==> src/hw/wdg_pkg.sv <==
// Purpose: shared constants and carriers for the watchdog service logic
// Assumes: classic wishbone, 32-bit data, byte addresses, word-aligned registers
// Notes: register byte address is four times its index
package wdg_pkg;

  localparam int WB_ADR_W = 20;
  localparam int WB_DAT_W = 32;
  localparam int WB_SEL_W = 4;
  localparam int IDX_W = 18;
  localparam int ADR_LSB = 2;

  // register indices; byte address = index * 4
  localparam logic [IDX_W-1:0] IDX_SERVICE = 18'h0ffff;
  localparam logic [IDX_W-1:0] IDX_CONFIG = 18'h0fff0;
  localparam logic [IDX_W-1:0] IDX_STATUS = 18'h0fff1;
  localparam logic [IDX_W-1:0] IDX_COUNT = 18'h0fff2;

  // configuration register fields
  localparam int CFG_DIS_BIT = 0;
  localparam int CFG_RS_BIT = 1;
  localparam logic CFG_DIS_RST = 1'h0;
  localparam logic CFG_RS_RST = 1'h0;

  // status register fields
  localparam int ST_EN_BIT = 0;
  localparam int ST_TST_BIT = 1;
  localparam int ST_BLANK_BIT = 2;
  localparam int ST_TOUT_BIT = 3;
  localparam int ST_WAIT_BIT = 4;
  localparam int ST_STOP_BIT = 5;
  localparam int ST_W = 6;

  // service register holds one byte
  localparam int SVC_W = 8;

  // default timeout counts, in prescaled ticks
  localparam int SIM_W_DEF = 4;
  localparam int CNT_W_DEF = 18;
  localparam int TOUT_LONG_DEF = 262143;
  localparam int TOUT_SHORT_DEF = 8191;

  localparam logic [WB_DAT_W-1:0] DAT_ZERO = 32'h0;

  typedef struct packed {
    logic cyc;
    logic stb;
    logic we;
    logic [WB_ADR_W-1:0] adr;
    logic [WB_SEL_W-1:0] sel;
    logic [WB_DAT_W-1:0] dat;
  } wdg_wb_req_s;

  typedef struct packed {
    logic ack;
    logic [WB_DAT_W-1:0] dat;
  } wdg_wb_rsp_s;

  typedef struct packed {
    logic monitorMode;
    logic testVoltIrq;
    logic testVoltRst;
    logic blankVectors;
  } wdg_mon_s;

  typedef enum logic [1:0] {
    MON_NONE,
    MON_TST,
    MON_BLANK
  } wdg_mon_e;

endpackage

==> src/hw/wdg_service_logic.sv <==
// Purpose: watchdog timer with service location, config mirror and monitor hold
// Assumes: mclk stands in for the oscillator output clock; rst and por synchronous
// Notes: timeout only pulses wdgReset; no interrupt path exists
//
// Operation
// - any write to the service location clears the counter, new timeout starts
// - reading the service location returns the reset vector low byte
// - watchdog never raises an interrupt; timeout only resets the device
// - monitor entered with test voltage keeps watchdog off while voltage stays
// - monitor entered by blank vectors keeps watchdog off until power-on reset
// - internal disable signal follows the configuration disable bit
// - internal rate-select signal follows the configuration rate-select bit
// - wait mode keeps counting; enabled timeout still resets the device
// - stop mode removes the counting clock and clears the prescale counter
`timescale 1ns/1ns
module wdg_service_logic
  import wdg_pkg::*;
#(
  parameter int SIM_W = SIM_W_DEF,
  parameter int CNT_W = CNT_W_DEF,
  parameter int TOUT_LONG = TOUT_LONG_DEF,
  parameter int TOUT_SHORT = TOUT_SHORT_DEF
) (
  input wire logic mclk,
  input wire logic rst,
  input wire logic por,
  input wire wdg_wb_req_s wbReq,
  output wdg_wb_rsp_s wbRsp,
  input wire wdg_mon_s mon,
  input wire logic waitMode,
  input wire logic stopMode,
  input wire logic [SVC_W-1:0] vecLowByte,
  output logic wdgReset,
  output logic wdgDisable,
  output logic wdgRateSelect,
  output logic wdgActive
);

  function automatic logic idxHit(input logic [WB_ADR_W-1:0] adr,
                                  input logic [IDX_W-1:0] idx);
    idxHit = (adr[ADR_LSB +: IDX_W] == idx);
  endfunction

  localparam logic [CNT_W-1:0] LIMIT_LONG = CNT_W'(TOUT_LONG);
  localparam logic [CNT_W-1:0] LIMIT_SHORT = CNT_W'(TOUT_SHORT);
  localparam logic [CNT_W-1:0] CNT_ZERO = '0;
  localparam logic [CNT_W-1:0] CNT_ONE = CNT_W'(1);
  localparam logic [SIM_W-1:0] SIM_ZERO = '0;
  localparam logic [SIM_W-1:0] SIM_ONE = SIM_W'(1);

  // bus state
  logic ack_r;
  logic [WB_DAT_W-1:0] rdData_r;
  logic [WB_DAT_W-1:0] rdData_nxt;

  // configuration and status
  logic cfgDis_r;
  logic cfgRs_r;
  logic toutSeen_r;
  logic toutSeen_nxt;

  // counting
  logic [SIM_W-1:0] simCnt_r;
  logic [SIM_W-1:0] simCnt_nxt;
  logic [CNT_W-1:0] wdgCnt_r;
  logic [CNT_W-1:0] wdgCnt_nxt;
  logic wdgReset_r;
  logic active_r;

  // monitor hold
  wdg_mon_e monState_r;
  wdg_mon_e monState_nxt;
  logic monPrev_r;

  // bus decode
  wire busReq = wbReq.cyc & wbReq.stb & ~ack_r;
  wire busWr = busReq & wbReq.we;
  wire busRd = busReq & ~wbReq.we;
  wire hitSvc = idxHit(wbReq.adr, IDX_SERVICE);
  wire hitCfg = idxHit(wbReq.adr, IDX_CONFIG);
  wire hitSt = idxHit(wbReq.adr, IDX_STATUS);
  wire hitCnt = idxHit(wbReq.adr, IDX_COUNT);
  wire lane0 = wbReq.sel[0];

  // any data value, any lane, counts as service
  wire serviceWr = busWr & hitSvc;
  wire cfgWr = busWr & hitCfg & lane0;
  wire stClrWr = busWr & hitSt & lane0 & wbReq.dat[ST_TOUT_BIT];

  // monitor entry is the rising edge of the monitor level
  wire monEnter = mon.monitorMode & ~monPrev_r;
  wire tstPresent = mon.testVoltIrq | mon.testVoltRst;
  wire monHold = (monState_r != MON_NONE);

  // disable sources gate the timeout, the clock keeps the count moving
  wire wdgEnabled = ~cfgDis_r & ~monHold;

  // stop removes the count clock; wait does not appear here on purpose
  wire clkRun = ~stopMode;
  wire simWrap = clkRun & (simCnt_r == {SIM_W{1'b1}});
  wire [CNT_W-1:0] limit = cfgRs_r ? LIMIT_SHORT : LIMIT_LONG;
  wire atLimit = (wdgCnt_r >= limit);
  wire timeout = wdgEnabled & simWrap & atLimit;

  // read data, chosen on the request cycle and held with ack
  wire [WB_DAT_W-1:0] svcRead = {{(WB_DAT_W-SVC_W){1'b0}}, vecLowByte};
  wire [WB_DAT_W-1:0] cfgRead = {30'h0, cfgRs_r, cfgDis_r};
  wire [ST_W-1:0] stBits = {stopMode, waitMode, toutSeen_r,
                            monState_r == MON_BLANK, monState_r == MON_TST,
                            wdgEnabled};
  wire [WB_DAT_W-1:0] stRead = {{(WB_DAT_W-ST_W){1'b0}}, stBits};
  wire [WB_DAT_W-1:0] cntRead = WB_DAT_W'(wdgCnt_r);

  always_comb begin
    rdData_nxt = DAT_ZERO;
    if (busRd) begin
      if (hitSvc) begin
        rdData_nxt = svcRead;
      end else if (hitCfg) begin
        rdData_nxt = cfgRead;
      end else if (hitSt) begin
        rdData_nxt = stRead;
      end else if (hitCnt) begin
        rdData_nxt = cntRead;
      end
    end
  end

  // prescale counter stands for the system integration counter
  always_comb begin
    simCnt_nxt = simCnt_r + SIM_ONE;
    if (stopMode) begin
      simCnt_nxt = SIM_ZERO;
    end
  end

  // service and timeout both restart; count freezes while stopped
  always_comb begin
    wdgCnt_nxt = wdgCnt_r;
    if (serviceWr | timeout) begin
      wdgCnt_nxt = CNT_ZERO;
    end else if (simWrap & ~atLimit) begin
      wdgCnt_nxt = wdgCnt_r + CNT_ONE;
    end
  end

  // sticky timeout flag: a new timeout beats a clear in the same cycle
  always_comb begin
    toutSeen_nxt = toutSeen_r;
    if (stClrWr) begin
      toutSeen_nxt = 1'b0;
    end
    if (wdgReset_r) begin
      toutSeen_nxt = 1'b1;
    end
  end

  // monitor hold: tst hold ends with the voltage, blank hold only by power-on
  always_comb begin
    monState_nxt = monState_r;
    unique case (monState_r)
      MON_NONE: begin
        if (monEnter & mon.testVoltIrq) begin
          monState_nxt = MON_TST;
        end else if (monEnter & mon.blankVectors) begin
          monState_nxt = MON_BLANK;
        end
      end
      MON_TST: begin
        if (~tstPresent) begin
          monState_nxt = MON_NONE;
        end
      end
      MON_BLANK: begin
        monState_nxt = MON_BLANK;
      end
      // the fourth code of the two-bit state is unused; fall back to no hold
      default: begin
        monState_nxt = MON_NONE;
      end
    endcase
  end

  // bus slave: one-cycle answer, ack drops the cycle after
  always_ff @(posedge mclk) begin
    if (rst | por) begin
      ack_r <= 1'b0;
      rdData_r <= DAT_ZERO;
    end else begin
      ack_r <= busReq;
      rdData_r <= rdData_nxt;
    end
  end

  // config bits are software writable and mirrored out
  always_ff @(posedge mclk) begin
    if (rst | por) begin
      cfgDis_r <= CFG_DIS_RST;
      cfgRs_r <= CFG_RS_RST;
    end else if (cfgWr) begin
      cfgDis_r <= wbReq.dat[CFG_DIS_BIT];
      cfgRs_r <= wbReq.dat[CFG_RS_BIT];
    end
  end

  // counters restart from zero after any reset
  always_ff @(posedge mclk) begin
    if (rst | por) begin
      simCnt_r <= SIM_ZERO;
      wdgCnt_r <= CNT_ZERO;
    end else begin
      simCnt_r <= simCnt_nxt;
      wdgCnt_r <= wdgCnt_nxt;
    end
  end

  // timeout is a reset request pulse, never an interrupt
  always_ff @(posedge mclk) begin
    if (rst | por) begin
      wdgReset_r <= 1'b0;
    end else begin
      wdgReset_r <= timeout;
    end
  end

  // timeout flag survives system reset so software can see the cause
  always_ff @(posedge mclk) begin
    if (por) begin
      toutSeen_r <= 1'b0;
    end else begin
      toutSeen_r <= toutSeen_nxt;
    end
  end

  // monitor hold is cleared by power-on only, not by system reset
  always_ff @(posedge mclk) begin
    if (por) begin
      monState_r <= MON_NONE;
      monPrev_r <= 1'b0;
    end else begin
      monState_r <= monState_nxt;
      monPrev_r <= mon.monitorMode;
    end
  end

  always_ff @(posedge mclk) begin
    if (rst | por) begin
      active_r <= 1'b0;
    end else begin
      active_r <= wdgEnabled;
    end
  end

  assign wbRsp.ack = ack_r;
  assign wbRsp.dat = rdData_r;
  assign wdgReset = wdgReset_r;
  assign wdgDisable = cfgDis_r;
  assign wdgRateSelect = cfgRs_r;
  assign wdgActive = active_r;

endmodule

==> config.mk <==
export PLATFORM = sky130hd
export DESIGN_NAME = wdg_service_logic
export DESIGN_NICKNAME = d
export VERILOG_FILES = /design/src/hw/wdg_pkg.sv /design/src/hw/wdg_service_logic.sv
export SDC_FILE = /design/constraint.sdc
export NUM_CORES = 1
export LEC_CHECK = 0
export BUFFER_PORTS_ARGS = -buffer_cell sky130_fd_sc_hd__buf_2
export CORE_AREA = 4 4 101 79
export CTS_CLUSTER_SIZE = 20
export DETAILED_ROUTE_END_ITERATION = 16
export DIE_AREA = 0 0 105 83
export PLACE_DENSITY = 0.68
export SETUP_SLACK_MARGIN = 0.5
export SLEW_MARGIN = 20
export SYNTH_ARGS = -nofsm -noshare
export SYNTH_HDL_FRONTEND = slang
export SYNTH_SLANG_ARGS = --single-unit
==> constraint.sdc <==
create_clock -name mclk -period 3.3 [get_ports mclk]
set_clock_uncertainty 0.05 [all_clocks]
set_input_delay 0.165 -clock mclk [delete_from_list [all_inputs] [get_ports mclk]]
set_output_delay 0.165 -clock mclk [all_outputs]
set_load 0.02 [all_outputs]
### Yosys cells after proc, flatten, opt, wreduce, memory -nomap -nowiden

Cells that the tools add are included.

* $add $sub $neg: 2
* magnitude comparators: 1
* eq/ne operators: 9
* muxes and demuxes: 11
* bitwise gates (word level): 30
* reduce and logical (&&, ||, !) cells: 9

Operators with widths (count)
* $eq 18x16->1 const B: 4
* $mux 8: 4
* $add 18x1->18 const B: 1
* $and 1x1->1: 18
* $ge 18x18->1: 1
* $mux 18: 1
* $not 1->1: 9
* $mux 2: 3
* $pmux 2 s3: 1
* $reduce_or 2->1: 3
* $reduce_or 6->1: 1
* $reduce_or 5->1: 1
* $add 4x1->4 const B: 1
* $eq 4x4->1 const B: 1
* $reduce_bool 2->1: 2
* $ne 3x3->1 const B: 1
* $or 1x1->1: 3
* $eq 2x1->1 const B: 1
* $eq 2x2->1 const B: 1
* $logic_not 2->1: 1
* $mux 1: 2
* $ne 2x2->1 const B: 1
* $reduce_and 2->1: 1

* flip-flop bits (word level): 63
* logic and storage cells: 75

### Longest topological paths before layout

* depth in word-level cells: 8
* mapped depth: 8
* depth with buffers taken out: 6

### Worst setup path before layout

Ideal clock, no wire load.

* kind: reg-to-reg
* start: register cfgRs_r, in the netlist wdgRateSelect
* end: register wdgCnt_r[0]
* arrival: 2165 ps
* required time: 3186 ps
* path slack: 1021 ps
* cell stages (with the launch flop): 8
* buffers on the path: 1
* cells stage by stage: dfxtp_1 > ha_1 > a211o_1 > a221oi_4 > o21a_1 > o221ai_4 > buf_6 > nor2_1

* word-level cells in the longest chain between the ends: 5
* elaborated cells on any way between the ends: 7

Ends and longest elaborated chain
* from (decl): RTL line wdg_service_logic.sv:58 `logic cfgRs_r;`
* from (signal assigned): RTL line wdg_service_logic.sv:202 `cfgRs_r <= wbReq.dat[CFG_RS_BIT];`
* $mux 18 (*): RTL line wdg_service_logic.sv:101 `wire [CNT_W-1:0] limit = cfgRs_r ? LIMIT_SHORT : LIMIT_LONG;`
* $ge 18x18->1 (*): RTL line wdg_service_logic.sv:102 `wire atLimit = (wdgCnt_r >= limit);`
* $and 1x1->1: RTL line wdg_service_logic.sv:103 `wire timeout = wdgEnabled & simWrap & atLimit;`
* $or 1x1->1: RTL line wdg_service_logic.sv:140 `if (serviceWr | timeout) begin`
* $reduce_or 2->1 (no line)
* to (signal assigned): RTL line wdg_service_logic.sv:213 `wdgCnt_r <= wdgCnt_nxt;`
* to (decl): RTL line wdg_service_logic.sv:65 `logic [CNT_W-1:0] wdgCnt_r;`

Mark *: on every way between the ends. The rest lies on a longest branch, timed or not.
A chain may end at the register's enable or synchronous reset.

### Worst setup path in the final report

* start: register cfgRs_r, in the netlist wdgRateSelect
* end: register wdgCnt_r[14]

The elaborated chain is that of the path after synthesis.

==> key figures <==
Outcome
  – Status: completed

CTS
  – Hold Buf Count CTS: 0
  – Number of gates resized after cts: 0
  – TritonCTS clock tree: built
  – Buffer count from post-CTS setup fixing: 0
  – CTS Root Cell: clkbuf_8
  – Clock latency on the worst-skew pair: 0.30 ns
  – Clock Pin Slew Worst Setup and Hold Paths: 0.09 ns
  – Sink Count: 49
  – Longest Clk Path Bufs: 2
  – TritonCTS buffer count: 5
  – CTS H-tree lvls: 2

Global routing
  – Vias in the first global route: 1,942
  – Largest net degree at the start of global routing: 19
  – First-pass GRT wire length: 8.82 mm
  – Total Routing Usage GR: 12.2%
  – GR Overflow Total: 0
  – Initial antenna violation count: 0

Routing
  – Final WL: 5.40 mm
  – Total number of vias: 2,042
  – Drt wl/cell: 13.2 µm
  – TritonRoute pass-1 iters: 4
  – Number of DRC markers in iteration 0: 90
  – DRC violations left: 0
  – DR vias/cell: 4.99
  – Number of nets with antenna violations after routing: 0

Flow run
  – Max-Cap Viols: 0

Cells and area
  – Layout cells sized above 1: 25.5%
  – Commonest non-fill, non-tap cell in the layout: buf_2
  – Cell area after layout: 2860 µm²
  – Most frequent cells in the layout: 64 x buf_2, 49 x dfxtp_1, 32 x nor2_1, 15 x and2_1, 14 x conb_1
  – # diodes: 0
  – Net count, final: 404
  – Fillers: 693
  – P&R area growth vs syn: 19.5%
  – Final core utilization: 40.4%

Floorplan
  – Num ports: 113
  – Num rows: 27
  – Core Box Area: 7090 µm²
  – Initial Util: 33.8%
  – Die Y: 83 µm
  – Die Area: 8720 µm²
  – Die X: 105 µm

STA
  – Final hold slack: 0.0296 ns
  – Final Max Slew Viols: 0
  – Final period utilization: 77.1%
  – Min Tclk post-route: 2.54 ns
  – Worst-Margin Slew: 0.676 ns
  – RSZ-0062 raised after global routing: no
  – Final setup viols: 0
  – Endpoints failing hold: 0
  – Worst slew margin: 54.6%
  – Setup TNS: 0 ns
  – Max Freq: 393 MHz

Synthesis
  – Synth cell types: 50
  – Post-synthesis average cell area: 9.40 µm²
  – Seq cells post-synth: 49
  – Async set or reset register ratio after synthesis: 0%
  – Yosys warnings: 0
  – Post-synth EDFFs: 0
  – Top cells by area, synth: dfxtp_1 41%, buf_4 5.0%, nor2_1 5.0%, xor2_1 4.8%, and2_1 3.9%
  – Syn Inst Count: 255
  – Ys flop type: dfxtp_1
  – Post-synthesis sequential area ratio: 40.9%
  – Yosys top cell area share: 40.9%
  – Cell taking the most area after synthesis: dfxtp_1
  – Cell Area, Synth: 2400 µm²

Worst setup path
  – Reg2reg end: wdgCnt_r[14]
  – CP endpoint kind: flop
  – Crit Path Class: reg -> reg
  – R2r setup slk: 0.76 ns
  – Startpoint types: flop
  – R2r startpoint: wdgRateSelect
  – R2R depth: 7
  – CP arrival: 2.73 ns
  – CP endpoint: wdgCnt_r[14]
  – Critical Path Source: wdgRateSelect
  – Crit Path Max Fanout: 9
  – Required @ worst endpoint: 3.49 ns

Power and ir drop
  – P_leak: 1.23 nW
  – VDD IR max: 186 µV
  – Pwr dens: 390 nW/µm²

Placed design
  – Hpwl dp: 4.15 mm
  – Placed instance area: 2730 µm²
  – Input/output buffers: 64
  – RePlAce Congestion: 0.849

Min path
  – Worst Hold Class: in -> reg
## per-layer routing
metal	GRT usage, %	routed length (µm)	vias up
met1	15.8	2580	950
li1	-	-	1030
met4	3.69	67	0
met5	0	0	-
met3	4.04	371	7
met2	19.3	2380	55
## cell families (layout without fill, tap and decap cells)
family | after synthesis | after routing | synth area share [%]
muxes | 5 | 5 | 2.09
buffers and inverters | 29 | 83 | 7.47
AOI/OAI and AO/OA | 36 | 36 | 13.5
adders and majority gates | 7 | 7 | 3.66
DFF | 49 | 49 | 40.9
and+or+nand+nor | 112 | 112 | 26.4
xor gates and xnor gates | 16 | 16 | 5.85
other | 1 | 14 | 0.157
## how the worst min path moves through the flow
| stage | cells past startpoint | slack [ns] | start | endpoint |
|---|---|---|---|---|
| final | 2 | 0.03 | por | toutSeen_r |
| after global routing | 2 | 0.03 | vecLowByte[4] | rdData_r[4] |
| after CTS | 2 | 0.03 | vecLowByte[4] | rdData_r[4] |
| after detailed placement | 2 | 0.35 | vecLowByte[4] | rdData_r[4] |
| after global placement | 3 | 0.35 | wbReq[1] | wdgRateSelect |
| after floorplan | 1 | 0.18 | por | toutSeen_r |
## metrics by stage
| stage | std cells | setup slack, ns | power, mW |
|---|---|---|---|
| 3_3_place_gp | 399 | 0.668 | 0.679 |
| 2_1_floorplan | 268 | 1.02 | 0.660 |
| 6_report | 409 | 0.755 | 1.12 |
| 4_1_cts | 407 | 0.596 | 1.13 |
| 5_1_grt | 409 | 0.592 | 1.16 |
| 3_5_place_dp | 399 | 0.615 | 0.681 |
## state kept, by name, summed over array words and instances, names as in the netlist
name	flops
wdgActive	1
monPrev_r	1
wdgDisable	1
toutSeen_r	1
ack_r	1
wdgRateSelect	1
rdData_r	18
simCnt_r	4
monState_r	2
wdgCnt_r	18
wdgReset	1
## worst max-delay path, stage by stage (launching register included)
cell      delay [ns]
dfxtp_1         0.53
ha_1            0.30
a211o_1         0.35
a221oi_4        0.48
buf_4           0.21
nand2_1         0.06
or3_1           0.35
a21oi_1         0.14
## synthesized netlist by cell type, types with 2 or more instances
cell type,number
dfxtp_1,49
nor2_1,32
buf_4,16
and2_1,15
xor2_1,13
nand4_1,11
inv_1,9
nand2_1,9
nand3_1,8
nor3_1,8
ha_1,7
a21oi_1,5
a221o_1,5
and4_1,5
mux2i_1,5
a22oi_1,4
o2111ai_1,4
o21ai_0,4
or3_1,4
and3_1,3
nor4_1,3
xnor2_1,3
buf_2,2
nand4_2,2
nand4b_1,2
nor2b_1,2
o21a_1,2
## cell type report
class | instances | area (µm²) | area share [%]
multi-input combinational | 190 | 1280 | 44.9
clock buffer | 6 | 82.6 | 2.88
inverter | 9 | 33.8 | 1.18
sequential | 49 | 981 | 34.3
timing repair buffer | 66 | 335 | 11.7
tap | 87 | 109 | 3.80
clock inverter | 2 | 37.5 | 1.31
## power breakdown
part           internal, mW  leakage, nW  switching [mW]  total, mW
Sequential            0.594        0.395         0.00283      0.597
Clock                 0.247       0.0574           0.202      0.449
Combinational        0.0269        0.776          0.0433     0.0702
Power figures use the tool's default switching activity.
